File: config.mk
export PLATFORM = sky130hd
export DESIGN_NAME = csd_top
export DESIGN_NICKNAME = d
export VERILOG_FILES = /design/src/logic/csd_top.v /design/src/logic/csd_cycle_timer.v
export VERILOG_INCLUDE_DIRS = /design/src /design/src/logic
export SDC_FILE = /design/constraint.sdc
export NUM_CORES = 1
export LEC_CHECK = 0
export ABC_AREA = 1
export ABC_CLOCK_PERIOD_IN_PS = 2190
export CAP_MARGIN = 20
export CORE_MARGIN = 2
export CORE_UTILIZATION = 45
export CTS_BUF_LIST = sky130_fd_sc_hd__clkbuf_4
export DETAILED_ROUTE_END_ITERATION = 10
export DONT_BUFFER_PORTS = 1
export GPL_TIMING_DRIVEN = 0
export HOLD_SLACK_MARGIN = 0.06
export PLACE_DENSITY = 0.7
export RECOVER_POWER = 100
export SLEW_MARGIN = 30
export SYNTH_ARGS = -nofsm -noshare
export SYNTH_HDL_FRONTEND = slang
export SYNTH_SLANG_ARGS = --single-unit
File: constraint.sdc
create_clock -name pclk -period 2.19 [get_ports pclk]
set_input_delay 0.219 -clock pclk [delete_from_list [all_inputs] [get_ports pclk]]
set_output_delay 0.219 -clock pclk [all_outputs]
set_load 0.05 [all_outputs]
File: src/logic/csd_map.vh
// constants of the chip-select decode and configuration block
// assumes byte addressing on a 32-bit bus, one aligned word per register
`ifndef CSD_MAP_VH
`define CSD_MAP_VH

// ------------------------------------------------------------
// register map
// ------------------------------------------------------------
`define CSD_NUM_CS 5
`define CSD_GCFG_ADDR 32'hffc00000
`define CSD_STAT_ADDR 32'hffc00004
`define CSD_BAR0_ADDR 32'hffc00010
`define CSD_CS_STRIDE 32'h00000010
`define CSD_OPT_OFS 32'h00000004

// ------------------------------------------------------------
// base register fields
// ------------------------------------------------------------
`define CSD_BASE_HI 31
`define CSD_BASE_LO 12
`define CSD_DTYPE_HI 10
`define CSD_DTYPE_LO 9
`define CSD_MUXS_BIT 8
`define CSD_MUXM_BIT 7
`define CSD_IDLE_BIT 5
`define CSD_DRAM_SELECT_BIT_BIT 4
`define CSD_BURST_BIT 3
`define CSD_WP_BIT 1
`define CSD_V_BIT 0

// ------------------------------------------------------------
// option register fields
// ------------------------------------------------------------
`define CSD_MASK_HI 31
`define CSD_MASK_LO 12
`define CSD_WAIT_HI 11
`define CSD_WAIT_LO 8
`define CSD_BURST_CYCLE_LENGTH_HI 7
`define CSD_BURST_CYCLE_LENGTH_LO 6
`define CSD_BURST_LENGTH_CAP_HI 5
`define CSD_BURST_LENGTH_CAP_LO 4
`define CSD_STATIC_READ_SYNC_BIT_BIT 1
`define CSD_STATIC_WRITE_SYNC_BIT_BIT 0

// ------------------------------------------------------------
// global configuration and status fields
// ------------------------------------------------------------
`define CSD_GMUX_BIT 20
`define CSD_GMUX2_BIT 16
`define CSD_GCFG_WMASK 32'h00110000
`define CSD_STAT_BUSY_BIT 0
`define CSD_STAT_RCV_BIT 9

// ------------------------------------------------------------
// reset values
// ------------------------------------------------------------
`define CSD_BAR_RST 32'h00000000
`define CSD_BAR0_RST 32'h00000003
`define CSD_OPT_RST 32'h00000000
`define CSD_GCFG_RST 32'h00000000

// ------------------------------------------------------------
// timing and encodings
// ------------------------------------------------------------
`define CSD_MIN_CYC 5'h02
`define CSD_BURST_CYCLE_LENGTH_BASE 5'h01
`define CSD_BEAT_BASE 5'h02
`define CSD_DT_RSVD 2'h3

`endif

File: src/logic/csd_top.v
// chip-select decode, configuration registers and cycle sequencer
// assumes an apb master for registers and a memory-cycle master that
// holds its request steady until the cycle's last acknowledge
//
// Overview of operation
// - decode sizes from 4K up to 4G
// - reset clears all; cs0 write-protect, valid set
// - base field is address bits 31 to 12
// - match: masked address equals masked base
// - only 28 address bits are driven
// - dram type used only in dram mode
// - mux select picks internal or external mux
// - global mux bits force external mux
// - mux mode picks 10 or 8 column
// - idle bit adds one recovery cycle
// - dram select gates dram versus static bits
// - no burst bit: single cycles only
// - burst bit: first wait, then burst timing
// - write protect aborts writes at once
// - decode only while valid bit set
// - cycles last two clocks plus wait
// - burst beats last one to four clocks
// - burst capped at 2, 4, 8, 16
//
// Design decision made here: register access over APB.
`timescale 1ns/100ps
`default_nettype none
`include "csd_map.vh"

module csd_top (
  input wire pclk,
  input wire presetn,
  input wire psel,
  input wire penable,
  input wire pwrite,
  input wire [31:0] paddr,
  input wire [31:0] pwdata,
  input wire [3:0] pstrb,
  output reg [31:0] prdata,
  output wire pready,
  output reg pslverr,
  input wire mem_req,
  input wire [31:0] mem_addr,
  input wire mem_write,
  input wire mem_burst,
  input wire burst_last_signal,
  output wire mem_ack,
  output wire mem_last,
  output wire mem_abort,
  output wire mem_miss,
  output reg [4:0] cs_n,
  output reg [27:0] mem_addr_out,
  output reg dram_mode,
  output reg [1:0] dram_type_field,
  output reg dram_type_rsvd,
  output reg int_mux_en,
  output reg mux_mode_bit,
  output reg mux_control_pin,
  output reg static_read_sync_bit,
  output reg static_write_sync_bit
);

  localparam ST_IDLE = 2'h0;
  localparam ST_ACC = 2'h1;
  localparam ST_RCV = 2'h2;

  // ------------------------------------------------------------
  // helper functions
  // ------------------------------------------------------------
  // byte-lane merge for apb writes
  function [31:0] csd_merge;
    input [31:0] old_val;
    input [31:0] new_val;
    input [3:0] strb;
    integer b;
    begin
      csd_merge = old_val;
      for (b = 0; b < 4; b = b + 1) begin
        if (strb[b]) begin
          csd_merge[b*8 +: 8] = new_val[b*8 +: 8];
        end
      end
    end
  endfunction

  // address match of one chip select
  function csd_hit;
    input [31:0] addr;
    input [31:0] bar;
    input [31:0] opt;
    reg [31:0] mask_w;
    reg [31:0] base_w;
    begin
      mask_w = {opt[`CSD_MASK_HI:`CSD_MASK_LO], 12'h000};
      base_w = {bar[`CSD_BASE_HI:`CSD_BASE_LO], 12'h000};
      csd_hit = bar[`CSD_V_BIT] &&
        ((addr & mask_w) == (base_w & mask_w));
    end
  endfunction

  // ------------------------------------------------------------
  // apb access qualifiers
  // ------------------------------------------------------------
  wire apb_setup = psel && !penable;
  wire apb_wr = psel && penable && pwrite;

  // zero wait states: data is prepared in the setup cycle
  assign pready = 1'b1;

  // ------------------------------------------------------------
  // per chip-select registers
  // ------------------------------------------------------------
  wire [32*`CSD_NUM_CS-1:0] bar_w;
  wire [32*`CSD_NUM_CS-1:0] opt_w;
  wire [`CSD_NUM_CS-1:0] hit_w;

  genvar g;
  generate
    for (g = 0; g < `CSD_NUM_CS; g = g + 1) begin : cs
      localparam [31:0] BAR_ADDR =
        `CSD_BAR0_ADDR + `CSD_CS_STRIDE * g;
      localparam [31:0] OPT_ADDR = BAR_ADDR + `CSD_OPT_OFS;
      localparam [31:0] BAR_RST =
        (g == 0) ? `CSD_BAR0_RST : `CSD_BAR_RST;
      reg [31:0] bar_reg;
      reg [31:0] opt_reg;

      always @(posedge pclk or negedge presetn) begin
        if (!presetn) begin
          bar_reg <= BAR_RST;
          opt_reg <= `CSD_OPT_RST;
        end else if (apb_wr) begin
          if (paddr == BAR_ADDR) begin
            bar_reg <= csd_merge(bar_reg, pwdata, pstrb);
          end else if (paddr == OPT_ADDR) begin
            opt_reg <= csd_merge(opt_reg, pwdata, pstrb);
          end
        end
      end

      assign bar_w[g*32 +: 32] = bar_reg;
      assign opt_w[g*32 +: 32] = opt_reg;
      // each decode is evaluated on its own
      assign hit_w[g] = csd_hit(mem_addr, bar_reg, opt_reg);
    end
  endgenerate

  // ------------------------------------------------------------
  // global configuration register
  // ------------------------------------------------------------
  reg [31:0] gcfg_reg;

  always @(posedge pclk or negedge presetn) begin
    if (!presetn) begin
      gcfg_reg <= `CSD_GCFG_RST;
    end else if (apb_wr && paddr == `CSD_GCFG_ADDR) begin
      gcfg_reg <= csd_merge(gcfg_reg, pwdata, pstrb) &
        `CSD_GCFG_WMASK;
    end
  end

  wire g_ext_mux = gcfg_reg[`CSD_GMUX_BIT] ||
    gcfg_reg[`CSD_GMUX2_BIT];

  // ------------------------------------------------------------
  // sequencer state
  // ------------------------------------------------------------
  reg [1:0] state_reg;
  reg [1:0] state_next;
  reg [2:0] cs_idx_reg;
  reg [4:0] beat_reg;
  reg [31:0] cur_bar_reg;
  reg [31:0] cur_opt_reg;

  // ------------------------------------------------------------
  // register read path
  // ------------------------------------------------------------
  wire [31:0] stat_w = {22'h000000, state_reg == ST_RCV,
    beat_reg, cs_idx_reg, state_reg != ST_IDLE};

  reg [31:0] rd_next;
  reg err_next;
  integer r;

  always @* begin
    rd_next = 32'h00000000;
    err_next = 1'b0;
    if (paddr == `CSD_GCFG_ADDR) begin
      rd_next = gcfg_reg;
    end else if (paddr == `CSD_STAT_ADDR) begin
      rd_next = pwrite ? 32'h00000000 : stat_w;
    end else begin
      err_next = 1'b1;
      for (r = 0; r < `CSD_NUM_CS; r = r + 1) begin
        if (paddr == `CSD_BAR0_ADDR + `CSD_CS_STRIDE * r) begin
          rd_next = bar_w[r*32 +: 32];
          err_next = 1'b0;
        end else if (paddr == `CSD_BAR0_ADDR +
            `CSD_CS_STRIDE * r + `CSD_OPT_OFS) begin
          rd_next = opt_w[r*32 +: 32];
          err_next = 1'b0;
        end
      end
    end
  end

  always @(posedge pclk or negedge presetn) begin
    if (!presetn) begin
      prdata <= 32'h00000000;
      pslverr <= 1'b0;
    end else if (apb_setup) begin
      prdata <= pwrite ? 32'h00000000 : rd_next;
      pslverr <= err_next;
    end
  end

  // ------------------------------------------------------------
  // chip-select selection
  // ------------------------------------------------------------
  // lowest index wins when decodes overlap
  reg any_hit;
  reg [2:0] sel_idx;
  reg [31:0] sel_bar;
  reg [31:0] sel_opt;
  integer s;

  always @* begin
    any_hit = 1'b0;
    sel_idx = 3'h0;
    sel_bar = 32'h00000000;
    sel_opt = 32'h00000000;
    for (s = `CSD_NUM_CS - 1; s >= 0; s = s - 1) begin
      if (hit_w[s]) begin
        any_hit = 1'b1;
        sel_idx = s[2:0];
        sel_bar = bar_w[s*32 +: 32];
        sel_opt = opt_w[s*32 +: 32];
      end
    end
  end

  // ------------------------------------------------------------
  // cycle start, abort and miss
  // ------------------------------------------------------------
  wire idle_req = (state_reg == ST_IDLE) && mem_req;
  wire wp_hit = mem_write && sel_bar[`CSD_WP_BIT];

  // protected writes end at once, without a memory cycle
  assign mem_abort = idle_req && any_hit && wp_hit;
  assign mem_miss = idle_req && !any_hit;
  wire start = idle_req && any_hit && !wp_hit;

  // ------------------------------------------------------------
  // access timing
  // ------------------------------------------------------------
  wire cur_burst = cur_bar_reg[`CSD_BURST_BIT];
  wire [3:0] sel_wait = sel_opt[`CSD_WAIT_HI:`CSD_WAIT_LO];
  wire [1:0] cur_burst_cycle_length = cur_opt_reg[`CSD_BURST_CYCLE_LENGTH_HI:`CSD_BURST_CYCLE_LENGTH_LO];
  wire [1:0] cur_burst_length_cap =
    cur_opt_reg[`CSD_BURST_LENGTH_CAP_HI:`CSD_BURST_LENGTH_CAP_LO];

  wire [4:0] first_len = `CSD_MIN_CYC + {1'b0, sel_wait};
  wire [4:0] beat_len = `CSD_BURST_CYCLE_LENGTH_BASE + {3'h0, cur_burst_cycle_length};
  wire [4:0] beat_cap = `CSD_BEAT_BASE << cur_burst_length_cap;
  wire [4:0] beat_inc = beat_reg + 5'h01;

  wire acc_end;

  // burst goes on only if allowed, wanted and under the cap
  wire cont = cur_burst && mem_burst &&
    burst_last_signal &&
    (beat_inc < beat_cap);

  wire beat_load = (state_reg == ST_ACC) && acc_end && cont;
  wire tmr_load = start || beat_load;
  wire [4:0] tmr_val = start ? first_len : beat_len;

  csd_cycle_timer u_timer (
    .pclk(pclk),
    .presetn(presetn),
    .load(tmr_load),
    .load_val(tmr_val),
    .expire(acc_end),
    .busy()
  );

  assign mem_ack = (state_reg == ST_ACC) && acc_end;
  assign mem_last = mem_ack && !cont;

  // ------------------------------------------------------------
  // sequencer
  // ------------------------------------------------------------
  always @* begin
    state_next = state_reg;
    case (state_reg)
      ST_IDLE: begin
        if (start) begin
          state_next = ST_ACC;
        end
      end
      ST_ACC: begin
        if (mem_last) begin
          // recovery clock keeps the chip select idle
          if (cur_bar_reg[`CSD_IDLE_BIT]) begin
            state_next = ST_RCV;
          end else begin
            state_next = ST_IDLE;
          end
        end
      end
      ST_RCV: begin
        state_next = ST_IDLE;
      end
      default: begin
        state_next = ST_IDLE;
      end
    endcase
  end

  always @(posedge pclk or negedge presetn) begin
    if (!presetn) begin
      state_reg <= ST_IDLE;
      cs_idx_reg <= 3'h0;
      beat_reg <= 5'h00;
      cur_bar_reg <= 32'h00000000;
      cur_opt_reg <= 32'h00000000;
      cs_n <= 5'h1f;
    end else begin
      state_reg <= state_next;
      if (start) begin
        // config is frozen for the whole cycle
        cs_idx_reg <= sel_idx;
        cur_bar_reg <= sel_bar;
        cur_opt_reg <= sel_opt;
        beat_reg <= 5'h00;
        cs_n <= ~(5'h01 << sel_idx);
      end else if (beat_load) begin
        beat_reg <= beat_inc;
      end else if (mem_last) begin
        cs_n <= 5'h1f;
      end
    end
  end

  // ------------------------------------------------------------
  // memory-side outputs
  // ------------------------------------------------------------
  wire sel_dram = sel_bar[`CSD_DRAM_SELECT_BIT_BIT];
  wire sel_ext = g_ext_mux || sel_bar[`CSD_MUXS_BIT];
  wire cur_dram = cur_bar_reg[`CSD_DRAM_SELECT_BIT_BIT];
  wire cur_ext = g_ext_mux || cur_bar_reg[`CSD_MUXS_BIT];

  always @(posedge pclk or negedge presetn) begin
    if (!presetn) begin
      mem_addr_out <= 28'h0000000;
      dram_mode <= 1'b0;
      dram_type_field <= 2'h0;
      dram_type_rsvd <= 1'b0;
      int_mux_en <= 1'b0;
      mux_mode_bit <= 1'b0;
      static_read_sync_bit <= 1'b0;
      static_write_sync_bit <= 1'b0;
    end else if (start) begin
      mem_addr_out <= mem_addr[27:0];
      dram_mode <= sel_dram;
      dram_type_field <= sel_dram ?
        sel_bar[`CSD_DTYPE_HI:`CSD_DTYPE_LO] : 2'h0;
      dram_type_rsvd <= sel_dram &&
        sel_bar[`CSD_DTYPE_HI:`CSD_DTYPE_LO] == `CSD_DT_RSVD;
      int_mux_en <= sel_dram && !sel_ext;
      mux_mode_bit <= sel_dram && sel_bar[`CSD_MUXM_BIT];
      static_read_sync_bit <= !sel_dram &&
        sel_opt[`CSD_STATIC_READ_SYNC_BIT_BIT];
      static_write_sync_bit <= !sel_dram &&
        sel_opt[`CSD_STATIC_WRITE_SYNC_BIT_BIT];
    end else if (state_reg == ST_ACC) begin
      // master may advance the address between burst beats
      mem_addr_out <= mem_addr[27:0];
    end
  end

  // row address goes out first; column phase raises the pin
  always @(posedge pclk or negedge presetn) begin
    if (!presetn) begin
      mux_control_pin <= 1'b0;
    end else if (state_reg == ST_ACC && !mem_last) begin
      mux_control_pin <= cur_dram && cur_ext;
    end else begin
      mux_control_pin <= 1'b0;
    end
  end

endmodule

`default_nettype wire

File: src/logic/csd_cycle_timer.v
// down counter that times one memory access in bus clocks
// assumes load is a one-cycle pulse from the cycle sequencer
`timescale 1ns/100ps
`default_nettype none

module csd_cycle_timer (
  input wire pclk,
  input wire presetn,
  input wire load,
  input wire [4:0] load_val,
  output wire expire,
  output wire busy
);

  reg [4:0] count_reg;
  reg [4:0] count_next;

  // ------------------------------------------------------------
  // counter
  // ------------------------------------------------------------
  // a load of n makes expire high in the n-th cycle after it
  always @* begin
    count_next = count_reg;
    if (load) begin
      count_next = load_val;
    end else if (count_reg != 5'h00) begin
      count_next = count_reg - 5'h01;
    end
  end

  always @(posedge pclk or negedge presetn) begin
    if (!presetn) begin
      count_reg <= 5'h00;
    end else begin
      count_reg <= count_next;
    end
  end

  assign expire = (count_reg == 5'h01);
  assign busy = (count_reg != 5'h00);

endmodule

`default_nettype wire

### After elaboration in Yosys (flattened, before gate mapping)

Cells that the tools add are included.
W data, S select, Z words.

| storage, ports and cells | value |
|---|---|
| input port bits | 109 |
| output and inout port bits | 80 |
| register bits | 429 |
| logic and storage cells | 256 |

| operators by class | value |
|---|---|
| reduce and logical (&&, ||, !) cells | 89 |
| bitwise operators | 16 |
| equality and inequality tests | 24 |
| mux-type cells | 61 |
| $lt $le $gt $ge | 1 |
| shifts and indexed selects | 2 |
| add/sub/neg operators | 4 |

Operators by type and width:

| kind | number |
|---|---|
| $mux W32 | 13 |
| $eq A32 B32 Y1 const B | 12 |
| $and A32 B32 Y32 | 10 |
| $eq A32 B32 Y1 | 5 |
| $reduce_and A4 Y1 | 20 |
| $mux W12 | 5 |
| $reduce_and A3 Y1 | 20 |
| $mux W28 | 2 |
| $mux W11 | 5 |
| $mux W5 | 8 |
| $logic_and A1 B1 Y1 | 28 |
| $mux W1 | 18 |
| $mux W3 | 5 |
| $reduce_bool A2 Y1 | 5 |
| $mux W2 | 4 |
| $logic_not A1 Y1 | 7 |
| $ne A2 B2 Y1 const B | 3 |
| $reduce_and A2 Y1 | 3 |
| $add A2 B4 Y5 const A | 1 |
| $add A5 B1 Y5 const B | 1 |
| $eq A5 B1 Y1 const B | 1 |
| $lt A5 B5 Y1 | 1 |
| $not A1 Y1 | 5 |
| $not A5 Y5 | 1 |
| other kinds (10) | 14 |

### Logic depth before layout (Yosys ltp)

| logic depth | value |
|---|---|
| depth in word-level cells | 14 |
| mapped depth | 21 |
| gate-level depth less buffers | 19 |

### By module

A second synthesis with hierarchy kept.

| second synthesis, totals | value |
|---|---|
| cells, all modules | 3,108 |
| area total of the unflattened synthesis | 22,452.8 µm² |

Modules (own cells, without submodules):

| module | instances | cells an instance | area an instance (µm²) | seq. area each (µm²) |
|---|---|---|---|---|
| csd_top | 1 | 3,058 | 22,101.2 | 10,368.7 |
| csd_cycle_timer | 1 | 50 | 351.6 | 125.1 |

### Worst setup path after synthesis

OpenSTA, ideal clock, no wires.

| timing path | value |
|---|---|
| kind | register -> output |
| from | reg cs[0].bar_reg[26] |
| to | out mem_miss |
| setup slack | -0.522 ns |
| buffers on the path | 0 |
| stages on the path, launching flop included | 10 |
| arrival | 2.493 ns |
| required time | 1.971 ns |
| path through | dfrtp_1 nand2_1 nand2_1 nor2_1 nor2_1 nand2_1 nor2_1 nand3_2 nand2_4 nor4_1 |

| on the way | value |
|---|---|
| word-level cells in the longest chain between the ends | 6 |

RTL lines:

| what | RTL line | text |
|---|---|---|
| start: declaration | csd_top.v:125 | `reg [31:0] bar_reg;` |
| start signal: assignment | csd_top.v:134 | `bar_reg <= csd_merge(bar_reg, pwdata, pstrb);` |
| $and A32 B32 Y32 | csd_top.v:97 | `((addr & mask_w) == (base_w & mask_w));` |
| $eq A32 B32 Y1 | csd_top.v:97 |  |
| $logic_and A1 B1 Y1 | csd_top.v:96 | `` csd_hit = bar[`CSD_V_BIT] && `` |
| $mux W1 | csd_top.v:233 | `if (hit_w[s]) begin` |
| $logic_not A1 Y1 | csd_top.v:250 | `assign mem_miss = idle_req && !any_hit;` |
| $logic_and A1 B1 Y1 | csd_top.v:250 |  |
| end: declaration | csd_top.v:50 | `output wire mem_miss,` |

Every way passes these cells.

### Final worst setup path

| timing path | value |
|---|---|
| from | reg cs[3].bar_reg[0] |
| to | out mem_abort |

| on the way | value |
|---|---|
| word-level cells in the longest chain between the ends | 7 |
| elaborated cells between the ends (all ways) | 12 |
| those cells by class | mux: 8; reduce/logical: 4 |

RTL lines:

| what | RTL line | text |
|---|---|---|
| start: declaration | csd_top.v:125 |  |
| start signal: assignment | csd_top.v:134 |  |
| $logic_and A1 B1 Y1 * | csd_top.v:96 |  |
| $mux W1 or $mux W11 (tied branches) (4 in series) | csd_top.v:233 |  |
| $logic_and A1 B1 Y1 (on tied branches) | csd_top.v:249, csd_top.v:246 |  |
| $logic_and A1 B1 Y1 * | csd_top.v:249 | `assign mem_abort = idle_req && any_hit && wp_hit;` |
| end: declaration | csd_top.v:49 | `output wire mem_abort,` |

Mark *: on every way between the ends. The rest lies on a longest branch, timed or not.

==> metrics.md <==
| Metric | Value |
|---|---|
| RSZ-0062 raised after global routing | `true` |
| Max Buffers Root-to-Sink | `3` |
| Pleak | `between 10 and 15 nW` |
| Measured slew at the worst slew-check pin | `1.07 ns` |
| Crit. End Element | `primary output` |
| Worst hold margin | `-0.982 ns` |
| Critical-path top delay cell | `nor3_4` |
| Most frequent cells in the layout | `nand2_1, dfrtp_1, o21ai_0, inv_1, nor2_1` |
| Final setup margin | `-1.13 ns` |
| Relative slew slack | `0.290` |
| Power Total | `0.0164 W` |
| Largest cells by area after synthesis | `dfrtp_1, nand2_1, o21ai_0` |
| Post-Layout Cell Count | `a little over 4000` |
| Die Ht | `~230 um` |
| Power Density | `a little under 600 mW/mm2` |
| Final setup viols | `269` |
| Syn Area/Cell | `~7.5 um2` |
| Vias per cell | `5.76` |
| Arr. time, crit path | `3.11 ns` |
| Worst path required time | `1.97 ns` |
| Status | `finished, violations left` |
| Number of global-route vias before repair | `~23000` |
| Total number of vias | `23400` |
| Clock Skew | `0.0644 ns` |
| Yosys top cell by area | `dfrtp_1` |
| Netlist Area Pre-Place | `0.0222 mm2` |
| Worst-path clk slew | `0.08 ns` |
| Residual DRC count | `0` |
| Register bit total from synthesis | `419` |
| Critical-path cell list | `inv_1 -> nor2_1 -> nand2_1 -> nor2_4 -> nand3_4 -> nor2_4 -> nor2_4 -> nand2_1 -> nand2_1 -> nand2_2 -> nand2_4 -> nor3_4` |
| R2R setup slack | `-0.72 ns` |
| Crit-path max FO | `3` |
| Design area | `0.0281 mm2` |
| Final hold viol count | `419` |
| Wire per inst | `23.0 um` |
| Fmax | `0.301 GHz` |
| Post-route ant nets | `0` |
| All-Layer GR Usage | `0.365` |
| Htree depth | `3` |
| Sequential share of the synthesized area | `0.473` |
| Yosys warns | `0` |
| GP Congestion | `1.01` |
| Min-delay worst type | `in2async` |
| Slew Viols, Final | `0` |
| Layout cells sized above 1 | `0.182` |
| Initial DRC count | `2865` |
| Cell Rows | `81` |
| Port Buffers | `0` |
| Fill count | `4501` |
| Slowest cell delay on critical path | `0.50 ns` |
| Crit Path Class | `reg2out` |
| CTS Buf Count | `114` |
| Crit start category | `flip-flop` |
| Post-Route WL | `93600 um` |
| Clk_lat worst skew | `0.95 ns` |
| Die W | `226 um` |
| Largest net degree at the start of global routing | `420` |
| Max-Cap Viols | `0` |
| Failing checks | `hold timing, setup timing` |
| First-pass GRT wire length | `137000 um` |
| CTS Root Cell | `clkbuf_4` |
| Area delta synth->final | `26.7%` |
| Synth unique cells | `56` |
| Initial antenna violation count | `4` |
| DRT Pass-1 Iters | `7` |
| Fin nets | `3421` |
| Min Tclk post-route | `3.32 ns` |
| Syn Inst Count | `2951` |
| Core footprint | `0.0488 mm2` |
| Area post-placement | `0.0231 mm2` |
| Top cell type's share of synthesized area | `0.464` |
| Commonest non-fill, non-tap cell in the layout | `nand2_1` |
| Post-detail-place hpwl | `roughly 63000 um` |
| Total gr overflow | `0` |
| Worst r2r path cells | `19` |
| Max VDD drop | `~0.00063 V` |
| Initial core utilization | `0.455` |
| Die ar. | `between 0.05 and 0.06 mm2` |
| CTS tree | `built` |
| # clock sinks | `around 420` |
| Final Cycle Share | `1.52` |
| Dpl cells | `3617` |
| Num ports | `189` |
| Setup TNS | `-66.82 ns` |
| Post-Synthesis Net Count | `just over 3000` |
-- Yosys cell counts, drive strengths merged --
cell type    n
clkbuf      58
o221ai       6
o221a        9
a211oi      12
clkinv       6
o31ai        1
or2          4
conb         1
dfstp        7
nor3        21
inv        315
mux2i       36
o21a         1
nor2b        1
o22ai       30
nand3      196
o211a        2
buf         50
o211ai       5
nand3b      11
dfrtp      412
nor4         4
nor2       317
ha           9
xnor2        1
a21oi      105
o21bai       2
and3         1
a21o         5
a22oi        2
a221oi      19
nand2      912
xor2         6
nand4       23
o21ai      361
-- logic make-up (layout without fill, tap and decap cells) --
| family | count (synthesis) | after routing | synth area share |
|---|---|---|---|
| other | 1 | 7 | 0.000169 |
| adder cells (fa/ha/maj) | 9 | 9 | 0.00507 |
| AO/OA/AOI/OAI | 560 | 560 | 0.141 |
| flip-flops | 419 | 419 | 0.473 |
| XOR/XNOR | 7 | 7 | 0.00276 |
| AND/OR/NAND/NOR | 1490 | 1491 | 0.284 |
| multiplexers | 36 | 36 | 0.0162 |
| buffers and inverters | 429 | 875 | 0.0784 |
-- layout make-up --
type,instances,area [um2],area share
diodes,6,15.0,0.000534
flip-flops and latches,419,10500,0.373
clock buffers,184,1380,0.0491
well taps,664,831,0.0295
inverters,321,1250,0.0443
plain buffers,106,681,0.0242
clock inverters,27,214,0.00761
multi-input cells,2104,10800,0.385
repair buffers,237,2450,0.0871
-- worst max-delay path: cells and delay by family, from the launching register on --
family        cells  cell delay (ns)
flops             1             0.41
buf+inv           1             0.17
simple gates     11             1.58
-- per-stage QoR --
step,worst slack (ns),util
final,-1.13,0.576
after global routing,-1.24,0.576
after CTS,-1.12,0.561
after detailed placement,-1.55,0.474
after global placement,-1.68,0.472
after floorplan,-0.0282,-
-- where the power goes --
group          internal [W]  switching [W]  leakage (nW)
clock network       0.00425        0.00365         0.952
registers           0.00776       0.000134          5.60
logic              0.000253       0.000397          7.14
total                0.0123        0.00418          13.7
-- worst paths after layout --
kind                              startpoint                 to
setup / recovery            cs[3].bar_reg[0]          mem_abort
hold / removal                       presetn   mem_addr_out[22]
setup reg to reg           cs[1].bar_reg[12]   mem_addr_out[27]
hold reg to reg             cs[4].opt_reg[2]   cs[4].opt_reg[2]
max in group asynchronous            presetn  cs[0].opt_reg[25]
min in group pclk                 pwdata[20]  cs[4].opt_reg[20]
-- routing by layer --
layer / GRT usage / up-vias / share of wire
met4: 0.236 / 2 / 0.071
met2: 0.541 / 1539 / 0.43
met1: 0.464 / 11200 / 0.38
met3: 0.107 / 344 / 0.12
li1: - / 10400 / -
met5: 0 / - / 0.000085
-- timing repair --
item,in CTS,in global routing
setup buffers,38,46
gates resized for setup,209,153
pin swaps,69,43
hold endpoints to repair,800,437
setup endpoints to repair,107,407
hold buffers,135,7
cloned,11,0
Power figures use the tool's default switching activity.
